<file path="config.mk">
export PLATFORM = sky130hd
export DESIGN_NAME = ocd_top
export DESIGN_NICKNAME = d
export VERILOG_FILES = /design/src/ocd_pkg.sv /design/src/ocd_cfg_if.sv /design/src/ocd_opt_dec.sv /design/src/ocd_top.sv
export VERILOG_INCLUDE_DIRS = /design/src /design/src/src
export SDC_FILE = /design/constraint.sdc
export NUM_CORES = 1
export LEC_CHECK = 0
export ABC_CLOCK_PERIOD_IN_PS = 5300
export BUFFER_PORTS_ARGS = -buffer_cell sky130_fd_sc_hd__buf_2
export CORE_MARGIN = 1.5
export CORE_UTILIZATION = 56
export CTS_CLUSTER_SIZE = 14
export DETAILED_ROUTE_END_ITERATION = 8
export GPL_ROUTABILITY_DRIVEN = 0
export PLACE_DENSITY = 0.84
export SYNTH_ARGS = -nofsm -noshare
export SYNTH_HDL_FRONTEND = slang
export SYNTH_SLANG_ARGS = --single-unit
export TNS_END_PERCENT = 20
</file>
<file path="constraint.sdc">
create_clock -name ref_clk -period 5.3 [get_ports ref_clk]
set_input_delay 1.06 -clock ref_clk [delete_from_list [all_inputs] [get_ports ref_clk]]
set_output_delay 1.06 -clock ref_clk [all_outputs]
set_load 0.02 [all_outputs]
</file>
<file path="src/ocd_regs.svh">
// Option byte layout, reset values and decode codes
`ifndef OCD_REGS_SVH
`define OCD_REGS_SVH

// Option byte select on the programming port
`define OCD_SEL_OPT0      1'b0
`define OCD_SEL_OPT1      1'b1

// Unprogrammed storage reads as all ones
`define OCD_OPT_RESET     8'hFF

// Byte 0 fields
`define OCD_B0_RSV_HI     7
`define OCD_B0_RSV_LO     2
`define OCD_B0_PKG        1
`define OCD_B0_PROT       0

// Byte 1 fields
`define OCD_B1_CSS        7
`define OCD_B1_OSC_HI     6
`define OCD_B1_OSC_LO     4
`define OCD_B1_LVD_HI     3
`define OCD_B1_LVD_LO     2
`define OCD_B1_HALT       1
`define OCD_B1_SW         0

// Oscillator field codes
`define OCD_OSC_EXT_CLK   3'h7
`define OCD_OSC_INT_RC    3'h6
`define OCD_OSC_EXT_RC0   3'h5
`define OCD_OSC_EXT_RC1   3'h4
`define OCD_OSC_LP        3'h3
`define OCD_OSC_MP        3'h2
`define OCD_OSC_MS        3'h1
`define OCD_OSC_HS        3'h0

// Brownout field codes
`define OCD_LVD_OFF       2'h3
`define OCD_LVD_HIGH      2'h2
`define OCD_LVD_MED       2'h1
`define OCD_LVD_LOW       2'h0

// Program memory size swept by the erase engine
`define OCD_PMEM_BYTES    16384
`define OCD_PMEM_AW       14

`endif

</file>
<file path="src/ocd_pkg.sv">
// Types shared by the option byte decoder
`default_nettype none
package ocd_pkg;
  typedef enum logic [2:0] {
    OCD_OSC_HS_T, OCD_OSC_MS_T, OCD_OSC_MP_T, OCD_OSC_LP_T,
    OCD_OSC_EXT_RC_T, OCD_OSC_INT_RC_T, OCD_OSC_EXT_CLK_T
  } ocd_osc_t;
  typedef enum logic [1:0] {
    OCD_LVD_LOW_T, OCD_LVD_MED_T, OCD_LVD_HIGH_T, OCD_LVD_NONE_T
  } ocd_lvd_t;
  typedef enum logic {
    OCD_ER_IDLE, OCD_ER_RUN
  } ocd_erase_st_t;
endpackage
`default_nettype wire

</file>
<file path="src/ocd_cfg_if.sv">
// Carrier between option storage and the byte 1 field decoder
`default_nettype none
interface ocd_cfg_if;
  import ocd_pkg::*;
  logic [7:0] opt1;
  logic       css_en;
  ocd_osc_t   osc;
  logic       lvd_en;
  ocd_lvd_t   lvd;
  logic       halt_rst;
  logic       sw_dog;
  modport src (output opt1, input css_en, osc, lvd_en, lvd, halt_rst, sw_dog);
  modport dec (input opt1, output css_en, osc, lvd_en, lvd, halt_rst, sw_dog);
endinterface
`default_nettype wire

</file>
<file path="src/ocd_opt_dec.sv">
// Field decoder for the clock, supply and watchdog option byte
`include "ocd_regs.svh"
`default_nettype none
module ocd_opt_dec (
  ocd_cfg_if.dec cfg
);
  import ocd_pkg::*;

  logic [2:0] osc_f;
  logic [1:0] lvd_f;

  assign osc_f        = cfg.opt1[`OCD_B1_OSC_HI:`OCD_B1_OSC_LO];
  assign lvd_f        = cfg.opt1[`OCD_B1_LVD_HI:`OCD_B1_LVD_LO];
  assign cfg.css_en   = ~cfg.opt1[`OCD_B1_CSS];
  assign cfg.halt_rst = cfg.opt1[`OCD_B1_HALT];
  assign cfg.sw_dog   = cfg.opt1[`OCD_B1_SW];

  always_comb begin
    case (osc_f)
      `OCD_OSC_EXT_CLK: cfg.osc = OCD_OSC_EXT_CLK_T;
      `OCD_OSC_INT_RC:  cfg.osc = OCD_OSC_INT_RC_T;
      `OCD_OSC_EXT_RC0,
      `OCD_OSC_EXT_RC1: cfg.osc = OCD_OSC_EXT_RC_T;
      `OCD_OSC_LP:      cfg.osc = OCD_OSC_LP_T;
      `OCD_OSC_MP:      cfg.osc = OCD_OSC_MP_T;
      `OCD_OSC_MS:      cfg.osc = OCD_OSC_MS_T;
      `OCD_OSC_HS:      cfg.osc = OCD_OSC_HS_T;
      default:          cfg.osc = OCD_OSC_EXT_CLK_T;
    endcase
  end

  always_comb begin
    cfg.lvd_en = 1'b1;
    case (lvd_f)
      `OCD_LVD_OFF: begin
        cfg.lvd    = OCD_LVD_NONE_T;
        cfg.lvd_en = 1'b0;
      end
      `OCD_LVD_HIGH: cfg.lvd = OCD_LVD_HIGH_T;
      `OCD_LVD_MED:  cfg.lvd = OCD_LVD_MED_T;
      `OCD_LVD_LOW:  cfg.lvd = OCD_LVD_LOW_T;
      default: begin
        cfg.lvd    = OCD_LVD_NONE_T;
        cfg.lvd_en = 1'b0;
      end
    endcase
  end
endmodule
`default_nettype wire

</file>
<file path="src/ocd_top.sv">
// Option byte storage, programming port, start-up decode and erase engine
`include "ocd_regs.svh"
`default_nettype none
module ocd_top #(
  parameter bit         FACTORY_CODED = 1'b0,
  parameter logic [7:0] FACTORY_OPT0  = 8'hFF,
  parameter logic [7:0] FACTORY_OPT1  = 8'hFF,
  parameter int         PMEM_BYTES    = `OCD_PMEM_BYTES
) (
  input  wire logic                      ref_clk,
  input  wire logic                      rst_n,
  input  wire logic                      prog_mode,
  input  wire logic                      prog_sel,
  input  wire logic                      prog_wr,
  input  wire logic                      prog_rd,
  input  wire logic [7:0]                prog_wdata,
  output logic      [7:0]                prog_rdata,
  output logic                           prog_rvalid,
  output logic                           prog_wr_ack,
  output logic                           prog_wr_refused,
  input  wire logic                      ext_rd_req,
  input  wire logic                      ext_rd_eeprom,
  output logic                           ext_rd_grant,
  output logic                           ext_rd_block,
  input  wire logic [7:0]                pm_latch_data,
  output logic                           pm_erase_busy,
  output logic                           pm_wr_en,
  output logic      [`OCD_PMEM_AW-1:0]   pm_wr_addr,
  output logic      [7:0]                pm_wr_data,
  output logic                           cfg_valid,
  output logic                           pkg_64pin,
  output logic                           readout_protect,
  output logic                           css_enable,
  output var ocd_pkg::ocd_osc_t          main_clock_source_sel,
  output logic                           brownout_enable,
  output var ocd_pkg::ocd_lvd_t          brownout_threshold_sel,
  output logic                           reset_on_halt_entry,
  output logic                           dog_type_select
);
  import ocd_pkg::*;

  localparam logic [7:0] OPT0_INIT = FACTORY_CODED ? FACTORY_OPT0 : `OCD_OPT_RESET;
  localparam logic [7:0] OPT1_INIT = FACTORY_CODED ? FACTORY_OPT1 : `OCD_OPT_RESET;
  localparam logic [`OCD_PMEM_AW-1:0] ER_LAST = `OCD_PMEM_AW'(PMEM_BYTES - 1);

  // Option storage and programming port
  logic [7:0] opt0_r, opt0_nxt;
  logic [7:0] opt1_r, opt1_nxt;
  logic [7:0] rdata_r, rdata_nxt;
  logic       rvalid_r, rvalid_nxt;
  logic       ack_r, ack_nxt;
  logic       refused_r, refused_nxt;
  logic       wr_ok;
  logic       erase_req;

  // Start-up configuration
  logic       cfg_valid_r, cfg_valid_nxt;
  logic       pkg_r, pkg_nxt;
  logic       prot_r, prot_nxt;
  logic       css_r, css_nxt;
  ocd_osc_t   osc_r, osc_nxt;
  logic       lvd_en_r, lvd_en_nxt;
  ocd_lvd_t   lvd_r, lvd_nxt;
  logic       halt_r, halt_nxt;
  logic       sw_r, sw_nxt;

  // External read gate
  logic       grant_r, grant_nxt;
  logic       block_r, block_nxt;

  // Erase engine
  ocd_erase_st_t            er_st_r, er_st_nxt;
  logic [`OCD_PMEM_AW-1:0]  er_addr_r, er_addr_nxt;
  logic                     er_busy_r, er_busy_nxt;
  logic                     er_wen_r, er_wen_nxt;
  logic [7:0]               er_data_r, er_data_nxt;

  ocd_cfg_if cfg_bus ();

  ocd_opt_dec u_dec (
    .cfg (cfg_bus)
  );

  assign cfg_bus.opt1 = opt1_r;

  // Writes wait for the start-up load so the first decode always sees the reset contents of storage
  assign wr_ok = prog_wr & prog_mode & cfg_valid_r & ~er_busy_r
               & ~FACTORY_CODED;
  assign erase_req = wr_ok & (prog_sel == `OCD_SEL_OPT0)
                   & opt0_r[`OCD_B0_PROT] & ~prog_wdata[`OCD_B0_PROT];

  always_comb begin
    opt0_nxt    = opt0_r;
    opt1_nxt    = opt1_r;
    rdata_nxt   = rdata_r;
    rvalid_nxt  = 1'b0;
    ack_nxt     = wr_ok;
    refused_nxt = prog_wr & ~wr_ok;
    // Reserved bits are stored as given; the programmer keeps them at one
    if (wr_ok) begin
      if (prog_sel == `OCD_SEL_OPT0) begin
        opt0_nxt = prog_wdata;
      end else begin
        opt1_nxt = prog_wdata;
      end
    end
    if (prog_rd && prog_mode) begin
      rvalid_nxt = 1'b1;
      rdata_nxt  = (prog_sel == `OCD_SEL_OPT0) ? opt0_r : opt1_r;
    end
  end

  always_ff @(posedge ref_clk or negedge rst_n) begin
    if (!rst_n) begin
      opt0_r    <= OPT0_INIT;
      opt1_r    <= OPT1_INIT;
      rdata_r   <= 8'h00;
      rvalid_r  <= 1'b0;
      ack_r     <= 1'b0;
      refused_r <= 1'b0;
    end else begin
      opt0_r    <= opt0_nxt;
      opt1_r    <= opt1_nxt;
      rdata_r   <= rdata_nxt;
      rvalid_r  <= rvalid_nxt;
      ack_r     <= ack_nxt;
      refused_r <= refused_nxt;
    end
  end

  // Settings are taken once after reset; later writes never reach them, as reset reloads storage
  always_comb begin
    cfg_valid_nxt = 1'b1;
    pkg_nxt       = pkg_r;
    prot_nxt      = prot_r;
    css_nxt       = css_r;
    osc_nxt       = osc_r;
    lvd_en_nxt    = lvd_en_r;
    lvd_nxt       = lvd_r;
    halt_nxt      = halt_r;
    sw_nxt        = sw_r;
    if (!cfg_valid_r) begin
      pkg_nxt    = opt0_r[`OCD_B0_PKG];
      prot_nxt   = opt0_r[`OCD_B0_PROT];
      css_nxt    = cfg_bus.css_en;
      osc_nxt    = cfg_bus.osc;
      lvd_en_nxt = cfg_bus.lvd_en;
      lvd_nxt    = cfg_bus.lvd;
      halt_nxt   = cfg_bus.halt_rst;
      sw_nxt     = cfg_bus.sw_dog;
    end
  end

  always_ff @(posedge ref_clk or negedge rst_n) begin
    if (!rst_n) begin
      cfg_valid_r <= 1'b0;
      pkg_r       <= 1'b1;
      prot_r      <= 1'b1;
      css_r       <= 1'b0;
      osc_r       <= OCD_OSC_EXT_CLK_T;
      lvd_en_r    <= 1'b0;
      lvd_r       <= OCD_LVD_NONE_T;
      halt_r      <= 1'b1;
      sw_r        <= 1'b1;
    end else begin
      cfg_valid_r <= cfg_valid_nxt;
      pkg_r       <= pkg_nxt;
      prot_r      <= prot_nxt;
      css_r       <= css_nxt;
      osc_r       <= osc_nxt;
      lvd_en_r    <= lvd_en_nxt;
      lvd_r       <= lvd_nxt;
      halt_r      <= halt_nxt;
      sw_r        <= sw_nxt;
    end
  end

  // Live protection bit gates program memory, so a fresh clear cannot leak old code
  always_comb begin
    grant_nxt = 1'b0;
    block_nxt = 1'b0;
    if (ext_rd_req) begin
      if (ext_rd_eeprom) begin
        grant_nxt = ~er_busy_r;
        block_nxt = er_busy_r;
      end else if (opt0_r[`OCD_B0_PROT] || er_busy_r) begin
        block_nxt = 1'b1;
      end else begin
        grant_nxt = 1'b1;
      end
    end
  end

  always_ff @(posedge ref_clk or negedge rst_n) begin
    if (!rst_n) begin
      grant_r <= 1'b0;
      block_r <= 1'b0;
    end else begin
      grant_r <= grant_nxt;
      block_r <= block_nxt;
    end
  end

  // Erase sweeps every program byte; option storage is never addressed here
  always_comb begin
    er_st_nxt   = er_st_r;
    er_addr_nxt = er_addr_r;
    er_wen_nxt  = 1'b0;
    er_data_nxt = pm_latch_data;
    case (er_st_r)
      OCD_ER_IDLE: begin
        if (erase_req) begin
          er_st_nxt   = OCD_ER_RUN;
          er_addr_nxt = '0;
          er_wen_nxt  = 1'b1;
        end
      end
      OCD_ER_RUN: begin
        if (er_addr_r == ER_LAST) begin
          er_st_nxt = OCD_ER_IDLE;
        end else begin
          er_addr_nxt = er_addr_r + 1'b1;
          er_wen_nxt  = 1'b1;
        end
      end
      default: begin
        er_st_nxt = OCD_ER_IDLE;
      end
    endcase
    er_busy_nxt = (er_st_nxt == OCD_ER_RUN);
  end

  always_ff @(posedge ref_clk or negedge rst_n) begin
    if (!rst_n) begin
      er_st_r   <= OCD_ER_IDLE;
      er_addr_r <= '0;
      er_busy_r <= 1'b0;
      er_wen_r  <= 1'b0;
      er_data_r <= 8'h00;
    end else begin
      er_st_r   <= er_st_nxt;
      er_addr_r <= er_addr_nxt;
      er_busy_r <= er_busy_nxt;
      er_wen_r  <= er_wen_nxt;
      er_data_r <= er_data_nxt;
    end
  end

  assign prog_rdata             = rdata_r;
  assign prog_rvalid            = rvalid_r;
  assign prog_wr_ack            = ack_r;
  assign prog_wr_refused        = refused_r;
  assign ext_rd_grant           = grant_r;
  assign ext_rd_block           = block_r;
  assign pm_erase_busy          = er_busy_r;
  assign pm_wr_en               = er_wen_r;
  assign pm_wr_addr             = er_addr_r;
  assign pm_wr_data             = er_data_r;
  assign cfg_valid              = cfg_valid_r;
  assign pkg_64pin              = pkg_r;
  assign readout_protect        = prot_r;
  assign css_enable             = css_r;
  assign main_clock_source_sel  = osc_r;
  assign brownout_enable        = lvd_en_r;
  assign brownout_threshold_sel = lvd_r;
  assign reset_on_halt_entry    = halt_r;
  assign dog_type_select        = sw_r;
endmodule
`default_nettype wire

</file>
==> results.json <==
{
  "synthTopCellsByArea": "dfrtp_1 37%, dfstp_2 23%, mux2_2 10%",
  "critical_path_buf_inv_count": 1,
  "crit_path_max_fanout": 16,
  "cp-start-kind": "register",
  "antenna_found_initial": 0,
  "grtUsageTotal_pct": 21.4,
  "syn_area_um2": 2690,
  "ff2ff_path_depth": 4,
  "critical_path.cell_chain": "buf_2",
  "reg2reg_slack_ns": 3.16,
  "holdCritStartpoint": "main_clock_source_sel[0]",
  "r2r_end": "pm_wr_addr[6]",
  "fmax_ghz": 0.414,
  "hold_end": "main_clock_source_sel[0]",
  "grt_max_degree": 65,
  "post_cts_buffers": 0,
  "peakVddDrop_mv": 0.268,
  "yosys.cell_types.count": 46,
  "postPlaceCellArea_um2": 3090,
  "start_util_pct": 57.6,
  "final-max-slew-violation-count": 0,
  "cts_max_level": 3,
  "final_cell_area_um2": 3290,
  "fin_skew_ns": 0.0103,
  "grt-ovfl-total": 0,
  "num_rows": 25,
  "wl_mm": 5.45,
  "hpwl_mm": 3.60,
  "die_width_um": 72.3,
  "ys_warn_count": 0,
  "clock_latency_ns": 0.33,
  "crit_type": "register to output port",
  "netlist_instances": 211,
  "power_mw": 1.72,
  "setup_viol": 0,
  "status": "finished, final reports clean",
  "cts_made_buffers": 9,
  "relSlewSlack_pct": 47.4,
  "syn_nets": 236,
  "netlist.area_leader.share_pct": 37.3,
  "cts_buffer_depth": 2,
  "power-per-cell-area_nw_per_um2": 522,
  "critPathArrivalTime_ns": 1.35,
  "ctsResizeCount": 0,
  "synth_largest_area_cell": "dfrtp_1",
  "synth.yosys.seq_area_share_pct": 60.7,
  "antenna_cells": 0,
  "cp-end-kind": "output port",
  "io_pins": 73,
  "cts-root-buf": "clkbuf_8",
  "r2r_start": "cfg_valid",
  "drc_errors": 0,
  "leakage_nw": 1.57,
  "die_y_um": 72.3,
  "grt_pass1_wl_mm": 8.39,
  "cap_violations": 0,
  "avgSynthCellArea_um2": 12.7,
  "rsz0062_at_grt": "no",
  "synthTopCellsByCount": "40 x dfrtp_1, 24 x dfstp_2, 24 x mux2_2",
  "tightest_slew_ns": 0.790,
  "yosysMostFrequentCell": "dfrtp_1",
  "critPathTopFamily": "flip-flops",
  "post_drt_wl_per_cell_um": 15.7,
  "viasPerCell": 5.56,
  "vias": 1929,
  "required_ns": 4.24,
  "tns_ns": 0,
  "dr.pass1.iters": 4,
  "fillers": 347,
  "cts_tree": "yes",
  "synthArstFlopShare_pct": 100,
  "dr.first_iter.drc_count": 146,
  "final-hold-violation-count": 0,
  "clock-sinks": 64,
  "hold_ws_ns": 0.493,
  "grt_pass1_vias": 1779,
  "synth_edf_count": 0,
  "holdPathStages": 2,
  "finalNetCount": 313,
  "period_needed_ns": 2.41,
  "fin_crit_sh_pct": 45.6,
  "crit_slowest_cell": "dfrtp_1",
  "core_area_um2": 4660,
  "synth_seq_cells": 64,
  "holdBufCountCts": 0,
  "layout-drive-gt1-share_pct": 49.1,
  "dieArea_um2": 5220,
  "hold_path_class": "register to register",
  "ant_nets": 0,
  "cpPeakStageDelay_ns": 0.75,
  "clk_pin_slew_ns": 0.07,
  "yosys_most_used_dff": "dfrtp_1",
  "portBuffers": 72,
  "syn_to_final_growth_pct": 22.4
}
flip-flops by register name, indices dropped and copies added (netlist names), 2 cells and up:
| signal | count |
|---|---|
| prog_rdata | 8 |
| main_clock_source_sel | 3 |
| pm_wr_data | 8 |
| pm_wr_addr | 14 |
| brownout_threshold_sel | 2 |
| cfg_bus.opt1 | 8 |
| opt0_r | 8 |
cell families (layout without fill, tap and decap cells):
group                    count (synthesis)  after routing  share of synthesized area [%]
adder cells (fa/ha/maj)                  1              1                          0.466
AO/OA/AOI/OAI                           37             37                           10.4
multiplexers                            32             32                           13.0
buffers and inverters                   11             93                           1.68
AND/OR/NAND/NOR                         63             63                           12.9
other                                    1              1                          0.140
flip-flops                              64             64                           60.7
XOR/XNOR                                 2              2                          0.652
final cells by class:
class                      count  area (µm²)  area share (%)
sequential                    64        1630            49.6
multi-input combinational    136        1010            30.7
timing repair buffer          73         368            11.2
clock buffer                   9         124            3.77
clock inverter                 7        71.3            2.17
tap                           54        67.6            2.06
inverter                       4        15.0           0.457
per-layer routing:
layer,wire (µm),share of wire (%),track usage (%)
met5,0,0,0
met4,75,1.4,9.01
met3,231,4.2,6.11
met2,2590,48,31.9
met1,2550,47,29.6
placed cells by master, fill, tap and decap left out, types with 2 or more instances in the layout:
| cell type | instances |
|---|---|
| mux2_2 | 24 |
| nor2_1 | 11 |
| a211o_1 | 3 |
| and2_1 | 3 |
| clkinv_2 | 2 |
| and4_1 | 2 |
| mux2i_1 | 8 |
| dfstp_2 | 24 |
| nand2b_1 | 2 |
| buf_2 | 72 |
| and3_1 | 2 |
| nor2b_1 | 3 |
| a21oi_1 | 13 |
| nor4_1 | 2 |
| a31oi_1 | 5 |
| nand2_1 | 15 |
| clkinvlp_4 | 3 |
| inv_1 | 3 |
| o21ai_0 | 6 |
| nor3_1 | 3 |
| clkbuf_8 | 9 |
| nand3_1 | 10 |
| dfrtp_1 | 40 |
per-stage QoR:
| stage | setup WS (ns) | utilization, % | cells |
|---|---|---|---|
| 3_5_place_dp | 2.85 | 66.3 | 331 |
| 4_1_cts | 2.88 | 70.5 | 347 |
| 3_3_place_gp | 2.95 | 66.3 | 331 |
| 6_report | 2.89 | 70.5 | 347 |
| 2_1_floorplan | 3.15 | - | 211 |
| 5_1_grt | 2.82 | 70.5 | 347 |
where the power goes:
group | switching [mW] | total [mW] | internal (mW)
Clock | 0.194 | 0.411 | 0.217
Sequential | 0.131 | 0.811 | 0.680
Combinational | 0.288 | 0.494 | 0.206
how the worst max path moves through the flow:
stage | startpoint | endpoint | slack [ns] | cells after the start
after global routing | cfg_valid | cfg_valid | 2.82 | 1
final | cfg_valid | cfg_valid | 2.89 | 1
after CTS | cfg_valid | cfg_valid | 2.88 | 1
after detailed placement | prog_wr | pm_wr_addr[10] | 2.85 | 5
after global placement | prog_wr | pm_wr_addr[11] | 2.95 | 5
after floorplan | prog_sel | cfg_bus.opt1[0] | 3.15 | 3
No activity file was read; power rests on OpenSTA's default activity.
